### config.mk
export PLATFORM = sky130hd
export DESIGN_NAME = uipc_top
export DESIGN_NICKNAME = d
export VERILOG_FILES = /design/src/hw/uipc_fifo.v /design/src/hw/uipc_itv.v /design/src/hw/uipc_top.v
export VERILOG_INCLUDE_DIRS = /design/src /design/src/pkg
export SDC_FILE = /design/constraint.sdc
export NUM_CORES = 1
export LEC_CHECK = 0
export ABC_AREA = 1
export BUFFER_PORTS_ARGS = -buffer_cell sky130_fd_sc_hd__buf_2
export CORE_ASPECT_RATIO = 1.25
export CORE_MARGIN = 3
export CORE_UTILIZATION = 63
export CTS_BUF_LIST = sky130_fd_sc_hd__clkbuf_8 sky130_fd_sc_hd__clkbuf_16
export DETAILED_ROUTE_END_ITERATION = 8
export MAX_ROUTING_LAYER = met4
export PLACE_DENSITY = 0.86
export SLEW_MARGIN = 20
export SYNTH_ARGS = -nofsm -noshare
export SYNTH_HDL_FRONTEND = slang
export SYNTH_SLANG_ARGS = --single-unit
### constraint.sdc
create_clock -name mclk -period 5.4 [get_ports mclk]
set_input_delay 0.54 -clock mclk [delete_from_list [all_inputs] [get_ports mclk]]
set_output_delay 0.54 -clock mclk [all_outputs]
set_load 0.005 [all_outputs]
### src/pkg/uipc_map.vh
`ifndef UIPC_MAP_VH
`define UIPC_MAP_VH
// =====================================================================
// pipe numbering
`define UIPC_FIRST_PIPE    4'h6
`define UIPC_LAST_PIPE     4'h9
`define UIPC_NPIPE         4
// =====================================================================
// control stage field codes
`define UIPC_STG_IDLE      3'h0
`define UIPC_STG_RDDATA    3'h1
`define UIPC_STG_RDSTAT    3'h2
`define UIPC_STG_WRDATA    3'h3
`define UIPC_STG_WRSTAT    3'h4
`define UIPC_STG_WRNDSTAT  3'h5
`define UIPC_STG_SEQERR    3'h6
// =====================================================================
// packet ids seen and sent on the link
`define UIPC_PID_NONE      4'h0
`define UIPC_PID_OUT       4'h1
`define UIPC_PID_IN        4'h9
`define UIPC_PID_SETUP     4'hD
`define UIPC_PID_PING      4'h4
`define UIPC_PID_ACK       4'h2
`define UIPC_PID_NAK       4'hA
`define UIPC_PID_STALL     4'hE
`define UIPC_PID_NYET      4'h6
// =====================================================================
// interval field and counter widths
`define UIPC_ITV_W         3
`define UIPC_CNT_W         8
// =====================================================================
// fifo
`define UIPC_FIFO_W        8
`define UIPC_FIFO_D        8
`define UIPC_FIFO_AW       3
`endif

### src/hw/uipc_fifo.v
`timescale 1ns/1ps
`default_nettype none
// =====================================================================
// small flop fifo with valid/ready on both sides
module uipc_fifo #(
   parameter W  = 8,
   parameter D  = 8,
   parameter AW = 3
) (
   input  wire         mclk,     // clock
   input  wire         nrst,     // async reset, low
   input  wire         clr,      // flush contents
   input  wire [W-1:0] in_data,  // write data
   input  wire         in_valid, // write request
   output wire         in_ready, // not full
   output wire [W-1:0] out_data, // head word
   output wire         out_valid,// not empty
   input  wire         out_ready,// head taken
   output wire         empty     // fifo empty
);
   reg [W-1:0]  mem_q [0:D-1];
   reg [AW-1:0] wp_q;
   reg [AW-1:0] rp_q;
   reg [AW:0]   cnt_q;
   wire         wr;
   wire         rd;
   integer      i;
   // fill level at which writes stop, sized to the counter
   localparam [AW:0] FULL = D;

   assign in_ready  = (cnt_q != FULL);
   assign out_valid = (cnt_q != {(AW+1){1'b0}});
   assign empty     = ~out_valid;
   assign out_data  = mem_q[rp_q];
   assign wr        = in_valid & in_ready;
   assign rd        = out_valid & out_ready;

   // pointers and fill level; clr wins so a flush leaves it empty
   always @(posedge mclk or negedge nrst) begin
      if (!nrst) begin
         wp_q  <= {AW{1'b0}};
         rp_q  <= {AW{1'b0}};
         cnt_q <= {(AW+1){1'b0}};
      end else if (clr) begin
         wp_q  <= {AW{1'b0}};
         rp_q  <= {AW{1'b0}};
         cnt_q <= {(AW+1){1'b0}};
      end else begin
         if (wr)
            wp_q <= wp_q + 1'b1;
         if (rd)
            rp_q <= rp_q + 1'b1;
         if (wr & ~rd)
            cnt_q <= cnt_q + 1'b1;
         else if (rd & ~wr)
            cnt_q <= cnt_q - 1'b1;
      end
   end

   // storage
   always @(posedge mclk or negedge nrst) begin
      if (!nrst) begin
         for (i = 0; i < D; i = i + 1)
            mem_q[i] <= {W{1'b0}};
      end else if (wr) begin
         mem_q[wp_q] <= in_data;
      end
   end
endmodule // uipc_fifo
`default_nettype wire

### src/hw/uipc_itv.v
`timescale 1ns/1ps
`default_nettype none
`include "uipc_map.vh"
// =====================================================================
// per-pipe interval timer for host-role interrupt tokens
module uipc_itv (
   input  wire                   mclk,    // clock
   input  wire                   nrst,    // async reset, low
   input  wire [`UIPC_ITV_W-1:0] itv,     // interval field, 2**itv frames
   input  wire                   aclr,    // buffer auto-clear bit
   input  wire                   run,     // bus activity enable bit
   input  wire                   frame,   // frame start pulse
   input  wire                   taken,   // token issued this cycle
   output reg                    due_q    // interval elapsed, token owed
);
   reg  [`UIPC_CNT_W-1:0] cnt_q;
   wire [`UIPC_CNT_W-1:0] reload;

   assign reload = ({{(`UIPC_CNT_W-1){1'b0}}, 1'b1} << itv) - 1'b1;

   // auto-clear reloads the count and drops a pending token; bus reset/suspend just freeze it
   always @(posedge mclk or negedge nrst) begin
      if (!nrst) begin
         cnt_q <= {`UIPC_CNT_W{1'b0}};
         due_q <= 1'b0;
      end else if (aclr) begin
         cnt_q <= reload;
         due_q <= 1'b0;
      end else begin
         if (run && frame) begin
            if (cnt_q == {`UIPC_CNT_W{1'b0}}) begin
               cnt_q <= reload;
               due_q <= 1'b1;
            end else begin
               cnt_q <= cnt_q - 1'b1;
            end
         end
         // one transaction per interval, no high-bandwidth extras
         if (taken && !(run && frame && cnt_q == {`UIPC_CNT_W{1'b0}}))
            due_q <= 1'b0;
      end
   end
endmodule // uipc_itv
`default_nettype wire

### src/hw/uipc_top.v
`timescale 1ns/1ps
`default_nettype none
`include "uipc_map.vh"
module uipc_top (
   input  wire                     mclk,          // 250 mhz clock
   input  wire                     nrst,          // async reset, low
   // role and bus state
   input  wire                     host_mode,     // 1 host, 0 function
   input  wire                     bus_act,       // bus activity enable bit
   input  wire                     frame_sof,     // frame start pulse
   // per-pipe configuration, pipes 6..9 packed low to high
   input  wire [4*`UIPC_ITV_W-1:0] itv_set,       // interval field per pipe
   input  wire [3:0]               itv_wr,        // load interval field
   input  wire [3:0]               auto_clr,      // buffer auto-clear bits
   input  wire [3:0]               pipe_dir_out,  // 1: out direction
   input  wire [3:0]               pipe_stall,    // answer stall
   input  wire [3:0]               pipe_rdy,      // buffer ready to answer
   // control transfer stage source
   input  wire [2:0]               ctl_stage,     // control stage field
   input  wire                     ctl_seq_err,   // sequence error pulse
   // received token / error indications
   input  wire                     rx_tok,        // token received pulse
   input  wire [3:0]               rx_pid,        // received pid
   input  wire [3:0]               rx_ep_pipe,    // addressed pipe number
   input  wire [3:0]               mps_err,       // max packet error pulses
   // transmit data path
   input  wire [`UIPC_FIFO_W-1:0]  tx_data,       // data into fifo
   input  wire                     tx_valid,      // data valid
   output wire                     tx_ready,      // fifo accepts
   input  wire [3:0]               tx_sel,        // pipe owning the fifo
   output wire [`UIPC_FIFO_W-1:0]  link_data,     // data to link
   output wire                     link_valid,    // link data valid
   input  wire                     link_ready,    // link takes byte
   // handshake / token output
   output reg  [3:0]               hs_pid_q,      // handshake or token pid
   output reg  [3:0]               hs_pipe_q,     // pipe for hs_pid_q
   output reg                      hs_stb_q,      // one-cycle strobe
   input  wire                     tok_done,      // host transaction done
   // interrupt status and enables
   input  wire                     stg_ie,        // stage interrupt enable
   input  wire                     bemp_ie,       // buffer-empty enable
   input  wire                     stg_clr,       // clear stage status
   input  wire [3:0]               bemp_clr,      // clear empty bits
   output reg                      stg_sts_q,     // stage status
   output reg  [3:0]               bemp_sts_q,    // buffer empty status
   output wire                     irq            // interrupt output
);
   // ==================================================================
   // helpers
   function is_int_pipe;
      input [3:0] p;
      begin
         is_int_pipe = (p >= `UIPC_FIRST_PIPE) && (p <= `UIPC_LAST_PIPE);
      end
   endfunction

   function [1:0] pipe_idx;
      input [3:0] p;
      reg   [3:0] t;
      begin
         t        = p - `UIPC_FIRST_PIPE;
         pipe_idx = t[1:0];
      end
   endfunction

   // ==================================================================
   // interval fields, cleared only by power-on reset
   reg  [4*`UIPC_ITV_W-1:0] itv_q;
   wire [3:0]               due;
   reg  [3:0]               taken;
   genvar g;
   generate
      for (g = 0; g < 4; g = g + 1) begin : g_pipe
         always @(posedge mclk or negedge nrst) begin
            if (!nrst)
               itv_q[g*`UIPC_ITV_W +: `UIPC_ITV_W] <= {`UIPC_ITV_W{1'b0}};
            else if (itv_wr[g])
               itv_q[g*`UIPC_ITV_W +: `UIPC_ITV_W] <=
                  itv_set[g*`UIPC_ITV_W +: `UIPC_ITV_W];
         end
         // frozen outside host role so function role never self-polls
         uipc_itv u_itv (
            .mclk  (mclk),
            .nrst  (nrst),
            .itv   (itv_q[g*`UIPC_ITV_W +: `UIPC_ITV_W]),
            .aclr  (auto_clr[g]),
            .run   (bus_act & host_mode),
            .frame (frame_sof),
            .taken (taken[g]),
            .due_q (due[g])
         );
      end
   endgenerate

   // ==================================================================
   // transmit fifo; empty plus a finished pipe marks buffer-empty
   wire fifo_empty;
   wire [3:0] fifo_clr_sel;
   wire fifo_clr;
   reg  [3:0] owner_q;
   reg        sending_q;

   assign fifo_clr_sel = auto_clr;
   assign fifo_clr     = is_int_pipe(owner_q) &
                         fifo_clr_sel[pipe_idx(owner_q)];

   uipc_fifo #(
      .W  (`UIPC_FIFO_W),
      .D  (`UIPC_FIFO_D),
      .AW (`UIPC_FIFO_AW)
   ) u_fifo (
      .mclk      (mclk),
      .nrst      (nrst),
      .clr       (fifo_clr),
      .in_data   (tx_data),
      .in_valid  (tx_valid),
      .in_ready  (tx_ready),
      .out_data  (link_data),
      .out_valid (link_valid),
      .out_ready (link_ready),
      .empty     (fifo_empty)
   );

   // track which pipe has data in flight
   always @(posedge mclk or negedge nrst) begin
      if (!nrst) begin
         owner_q   <= 4'h0;
         sending_q <= 1'b0;
      end else begin
         if (tx_valid & tx_ready) begin
            owner_q   <= tx_sel;
            sending_q <= 1'b1;
         end else if (fifo_empty) begin
            sending_q <= 1'b0;
         end
      end
   end

   wire       buf_done = sending_q & fifo_empty & is_int_pipe(owner_q);
   wire [3:0] bemp_set;
   generate
      for (g = 0; g < 4; g = g + 1) begin : g_bemp
         // pipe index as a 2-bit constant for the owner compare
         localparam [1:0] GI = g;
         assign bemp_set[g] =
            (buf_done && pipe_idx(owner_q) == GI)
            | mps_err[g];
      end
   endgenerate

   // ==================================================================
   // stage transition detect in function role
   reg  [2:0] stage_q;
   wire       stg_evt;
   always @(posedge mclk or negedge nrst) begin
      if (!nrst)
         stage_q <= `UIPC_STG_IDLE;
      else
         stage_q <= ctl_stage;
   end
   assign stg_evt = ~host_mode &
                    ((ctl_stage != stage_q)
                     | ctl_seq_err);

   // ==================================================================
   // sticky status; set wins over a same-cycle clear
   always @(posedge mclk or negedge nrst) begin
      if (!nrst) begin
         stg_sts_q  <= 1'b0;
         bemp_sts_q <= 4'h0;
      end else begin
         stg_sts_q  <= stg_evt | (stg_sts_q & ~stg_clr);
         bemp_sts_q <= bemp_set | (bemp_sts_q & ~bemp_clr);
      end
   end

   assign irq = (stg_sts_q & stg_ie) |
                ((|bemp_sts_q) & bemp_ie);

   // ==================================================================
   // function role answer to received tokens
   wire       rx_int = rx_tok & ~host_mode & is_int_pipe(rx_ep_pipe);
   wire [1:0] rx_i   = pipe_idx(rx_ep_pipe);
   reg  [3:0] ans_pid;
   always @* begin
      if (pipe_stall[rx_i])
         ans_pid = `UIPC_PID_STALL;
      else if (pipe_rdy[rx_i])
         ans_pid = `UIPC_PID_ACK;
      else
         ans_pid = `UIPC_PID_NAK;
   end

   // ==================================================================
   // host role token scheduler, lowest due pipe first
   localparam H_IDLE = 1'b0;
   localparam H_BUSY = 1'b1;
   reg        hst_q;
   reg  [1:0] cur_q;
   reg        pick_v;
   reg  [1:0] pick;
   integer    k;
   always @* begin
      pick_v = 1'b0;
      pick   = 2'd0;
      for (k = 3; k >= 0; k = k - 1) begin
         if (due[k]) begin
            pick_v = 1'b1;
            pick   = k[1:0];
         end
      end
   end

   always @* begin
      taken = 4'h0;
      if (host_mode && bus_act && hst_q == H_IDLE && pick_v)
         taken[pick] = 1'b1;
   end

   always @(posedge mclk or negedge nrst) begin
      if (!nrst) begin
         hst_q     <= H_IDLE;
         cur_q     <= 2'd0;
         hs_pid_q  <= `UIPC_PID_NONE;
         hs_pipe_q <= 4'h0;
         hs_stb_q  <= 1'b0;
      end else begin
         hs_stb_q <= 1'b0;
         case (hst_q)
            H_IDLE: begin
               if (|taken) begin
                  hst_q     <= H_BUSY;
                  cur_q     <= pick;
                  hs_stb_q  <= 1'b1;
                  hs_pipe_q <= `UIPC_FIRST_PIPE + {2'b00, pick};
                  hs_pid_q  <= pipe_dir_out[pick] ?
                               `UIPC_PID_OUT :
                               `UIPC_PID_IN;
               end else if (rx_int) begin
                  if (rx_pid != `UIPC_PID_PING) begin
                     hs_stb_q  <= 1'b1;
                     hs_pipe_q <= rx_ep_pipe;
                     hs_pid_q  <= ans_pid;
                  end
               end
            end
            H_BUSY: begin
               if (tok_done || !host_mode)
                  hst_q <= H_IDLE;
            end
            default: hst_q <= H_IDLE;
         endcase
      end
   end
endmodule // uipc_top
`default_nettype wire

# After elaboration in Yosys (flattened, before gate mapping)
# Cells that the tools add are included.
# totals
word_cells,235
output_inout_bits,25
ramBits,0
n_memories,0
in_bits,76
latchBits,0
register_bits,145
rom_bits,0
# op_classes
shifts,4
reduce_logical,56
n_lt_le_gt_ge,11
n_addsub,15
bitwise,32
n_mul,0
div,0
mux,78
n_eq_ne,7
# op_table
cell,count
$mux 8,15
$bwmux 64,1
$sub 8x1->8 const B,8
$mux 4,13
$mux 1,33
$logic_not 8->1,4
$shl 1x3->8 const A,4
$reduce_bool 3->1,9
$bmux 8 s3,1
$demux 8 s3,1
$logic_and 1x1->1,20
$reduce_bool 2->1,8
$and 1x1->1,14
$mux 3,4
$lt 2x3->1 const B,3
$bmux 1 s2,4
$ge 4x3->1 const B,2
$ge 4x4->1 const B,2
$le 4x4->1 const B,2
$mux 2,4
$not 3->4,2
$reduce_and 2->1,4
$reduce_or 4->1,2
$or 1x1->1,7
24 further kinds,36

# Logic depth before layout (Yosys ltp)
# depth
word_depth,12
ltp_mapped,15
depth_no_buf,14

# By module
# Synthesis repeated with hierarchy kept, for this count alone.
# unflattened
hier_cells,1004
area_unflattened_um2,8139.1
# by_module_without_submodules
mod,instances,area_each_um2,cells_per_inst,seq_area_each_um2
uipc_fifo,1,3594.7,413,1851.8
uipc_itv,4,705.7,101,225.2
uipc_top,1,1721.7,187,875.8

# Least setup slack after synthesis
# Ideal clock, no wire load.
# synth_path
path_type,flip-flop to flip-flop
from,register u_fifo.cnt_q[1]
to,register u_fifo.cnt_q[3]
setup_ns,0.116
slack_ns,3.441
required_time_ns,5.284
synth_period_minus_slack_ns,1.959
stages_incl_launch_ff,16
arrival_ns,1.842
n_path_buf,1
path_cell_list,dfrtp_1 nor2_2 nand3_2 nand2_4 inv_12 buf_12 nand2_4 ha_1 a21oi_1 nand2_1 nand2_1 nand2_1 nand2_1 nand2_1 nand2_1 nand2_1
# synth_between
word_cells_on_any_way,14
classes_between,add/sub (2); eq/ne (1); mux (3); bitwise (6); reduce/logical (2)
# synth_rtl
element,line_no,source
from (decl),uipc_fifo.v:24,reg [AW:0] cnt_q;
from (signal assigned),uipc_fifo.v:43,cnt_q <= {(AW+1){1'b0}};
from (signal assigned),uipc_fifo.v:47,cnt_q <= {(AW+1){1'b0}};
from (signal assigned),uipc_fifo.v:54,cnt_q <= cnt_q + 1'b1;
$ne 4x4->1 (*),uipc_fifo.v:31,assign in_ready = (cnt_q != FULL);
named net tx_ready,uipc_top.v:29,"output wire tx_ready,"
$and 1x1->1 (*),uipc_fifo.v:35,assign wr = in_valid & in_ready;
$and 1x1->1 or $not 1->1 (tied branches),"uipc_fifo.v:53, uipc_fifo.v:55",
$mux 4 or $and 1x1->1 (tied branches),"uipc_fifo.v:53, uipc_fifo.v:55",
$mux 4 or $reduce_bool 3->1 (tied branches),-,
# The timed path passes the listed nets; every way through them passes the cells marked *. The select of a mux whose other input is x is not followed.
# A chain may end at the register's enable or synchronous reset.

# Worst setup path after layout
# layout_path
from,register u_fifo.rp_q[0]
to,output port link_data[0]
# layout_between
elab_chain_len,4
# layout_lines
element,line_no,source
from (decl),uipc_fifo.v:23,reg [AW-1:0] rp_q;
from (signal assigned),uipc_fifo.v:42,rp_q <= {AW{1'b0}};
from (signal assigned),uipc_fifo.v:46,rp_q <= {AW{1'b0}};
from (signal assigned),uipc_fifo.v:52,rp_q <= rp_q + 1'b1;
$not 3->4 (implied by the code),uipc_fifo.v:34,assign out_data = mem_q[rp_q];
$bmux 8 s3,uipc_fifo.v:34,
$mux 8 (implied by the code) (2 in a row),uipc_fifo.v:34,
to (decl),uipc_top.v:31,"output wire [`UIPC_FIFO_W-1:0] link_data,"
# No other way between the ends. The select of a mux whose other input is x is not followed.

==> qor.txt <==
synth top area cells -> dfrtp_1 (46%), nand2_1 (12%), o21ai_0 (9.1%)
Final ANT Viol Nets -> 0
GRT Total Usage -> 28.8%
H-Tree Depth -> 4
Hold Worst Slack -> 0.196 ns
crit-path most repeated cell -> nand2_1
CP Capture Type -> primary output
Root Driver -> clkbuf_16
HPWL after DPL -> 12500 um
core box area -> 11900 um2
YS warnings -> 0
Post-Syn Area -> 7850 um2
final WL -> 18600 um
RSZ-0062 raised after global routing -> false
Max-cap violations -> 0
Worst path max stage delay -> 0.69 ns
#FFs+latches synth -> 145
register area share after synthesis -> 46.2%
min cycle time layout -> 2.84 ns
Rel. slew slack -> 31.6%
EDFF count, synth -> 0
setup TNS -> 0 ns
TritonCTS clock tree -> built
M2 GR Usage -> 50.3%
Final Cycle Share -> 52.6%
Post-Syn Nets -> 1092
post-synth top area share -> 46.2%
DRC Markers -> 0
vias in the first global route -> 6776
share of post-route cells with drive strength above 1 -> 14.5%
ys async rst share -> 100%
cells on worst reg2reg path -> 13
HP Class -> input port to async pin
Placed Cells incl. Taps -> 1236
worst-case clock buffer depth -> 2
Main synth FF type -> dfrtp_1
GR Layer Usage met1 -> 33.6%
Cell variety after synth -> 38
Die Span X -> 106 um
fin. max-slew vios -> 0
setup violators final -> 0
DP Area -> 8410 um2
Die ar. -> 13800 um2
pin count of the biggest net entering global routing -> 101
count leader, synth -> nand2_1
Placer Congestion -> 0.909
r2r setup slk -> 3.24 ns
Reg clk slew, reported paths -> 0.06 ns
critical path, cell by cell -> clkinv_1 > nor2_1 > o32ai_1 > nand2_1 > nand2_1 > buf_2
area leader, netlist -> dfrtp_1
P&R area growth vs syn -> 14.7%
power density over the cells -> 481 nW/um2
Worst Path Arrival -> 2.30 ns
Die Height -> 131 um
crit start category -> flip-flop
Initial DRC Count -> 551
grt total ovfl -> 0
Avg Vias per Cell -> 5.62
crit path launch -> u_fifo.rp_q[0]
buffers added on ports -> 100
Top-Level Pins -> 101
Pleak -> 4.53 nW
outcome -> finished, final reports clean
Setup CP Type -> flip-flop to primary output
reg-to-reg startpoint -> u_fifo.cnt_q[0]
syn_area_per_cell -> 7.86 um2
first-pass GRT wire length -> 31100 um
initial antenna violation count -> 0
critical path peak fanout -> 34
Final Hold Viols -> 0
Initial DRT Pass Iterations -> 5
cell count after synthesis -> 999
WL per Instance -> 14.7 um
worst slew pin tran -> 1.03 ns
CTS Buf Count -> 17
# diodes -> 0
Final Cell Area -> 9000 um2
met3 Resource Use GR -> 5.55%
clk_lat worst skew -> 0.42 ns
Critical Path RT -> 4.86 ns
layer with the highest usage -> met2
most frequent cells after synthesis -> nand2_1 (260), dfrtp_1 (145), o21ai_0 (142)
Resized cells post-CTS -> 0
CP max-delay cell -> clkinv_1
FF-to-FF End -> u_fifo.cnt_q[3]
initial core utilization -> 66.0%
row count -> 44
Worst IR Drop VDD -> 0.351 mV
DR vias -> 7125
Post-CTS Hold Buffers -> 0
Final nets -> 1187
post-CTS setup buffer count -> 0
Layout Cells excl Fill -> 1268
fmax -> 352 MHz
clock sinks -> 145
Clock Skews -> 0.00708 ns
-- registers in the layout, indices dropped and copies added, names as in the netlist, 4 cells and up --
name and count:
u_fifo.cnt_q 4, hs_pipe_q 4, g_pipe.u_itv.cnt_q 32, hs_pid_q 4
u_fifo.mem_q 64, itv_q 12, owner_q 4, bemp_sts_q 4
g_pipe.u_itv.due_q 4
-- critical path: cells and delay by family, from the launching register on --
kind                   cells  cell delay (ns)
buffers and inverters      2             0.82
AND/OR/NAND/NOR            3             0.56
flip-flops                 1             0.35
AO/OA/AOI/OAI              1             0.15
-- worst max path at each step --
| stage | end | slack (ns) | cells past startpoint |
|---|---|---|---|
| finish | link_data[0] | 2.56 | 6 |
| CTS | link_data[0] | 2.60 | 6 |
| floorplan | u_fifo.cnt_q[3] | 3.44 | 15 |
| global route | link_data[0] | 2.40 | 6 |
| detailed placement | link_data[4] | 3.12 | 6 |
| global placement | link_data[4] | 3.21 | 6 |
-- cell type report --
cell class,instances,area (um2)
fillers,894,2890
flip-flops and latches,145,3630
clock inverters,15,168
clock buffers,17,425
inverters,112,433
well taps,161,201
repair buffers,102,522
multi-input cells,716,3630
-- metal layers --
metal | vias to the layer above | wire (um)
li1 | 3481 | -
met1 | 3350 | 7640
met2 | 265 | 9540
met3 | 29 | 1140
met4 | 0 | 323
met5 | - | 0
-- per-stage QoR --
stage               setup slack, ns  utilization (%)  power (mW)
floorplan                      3.44                -        2.72
global placement               3.21             70.7        3.06
detailed placement             3.12             70.7        3.12
CTS                            2.60             75.7        4.33
global route                   2.40             75.7        4.63
finish                         2.56             75.7        4.33
-- cells by family (layout without fill, tap and decap cells) --
group | after synthesis | in the layout | synth area share, %
adders and majority gates | 17 | 17 | 2.80
buffers and inverters | 138 | 246 | 7.60
xor gates and xnor gates | 16 | 16 | 1.78
DFF | 145 | 145 | 46.2
and+or+nand+nor | 473 | 473 | 26.7
AOI/OAI and AO/OA | 210 | 210 | 14.9
-- placed cells by master (no fill, tap or decap), types with 16 or more instances in the layout --
cell type    n
nand2_1    260
dfrtp_1    145
o21ai_0    142
inv_1      108
buf_2       99
nor2_1      92
nand3_1     81
a21oi_1     29
nor3_1      17
clkbuf_16   17
o32ai_1     16
ha_1        16
-- power breakdown --
group	switching (mW)	internal, mW	leakage, nW	total [mW]
clock network	0.455	0.723	0.290	1.18
registers	0.317	1.43	1.79	1.75
logic	0.865	0.543	2.44	1.41
Power figures use the tool's default switching activity.
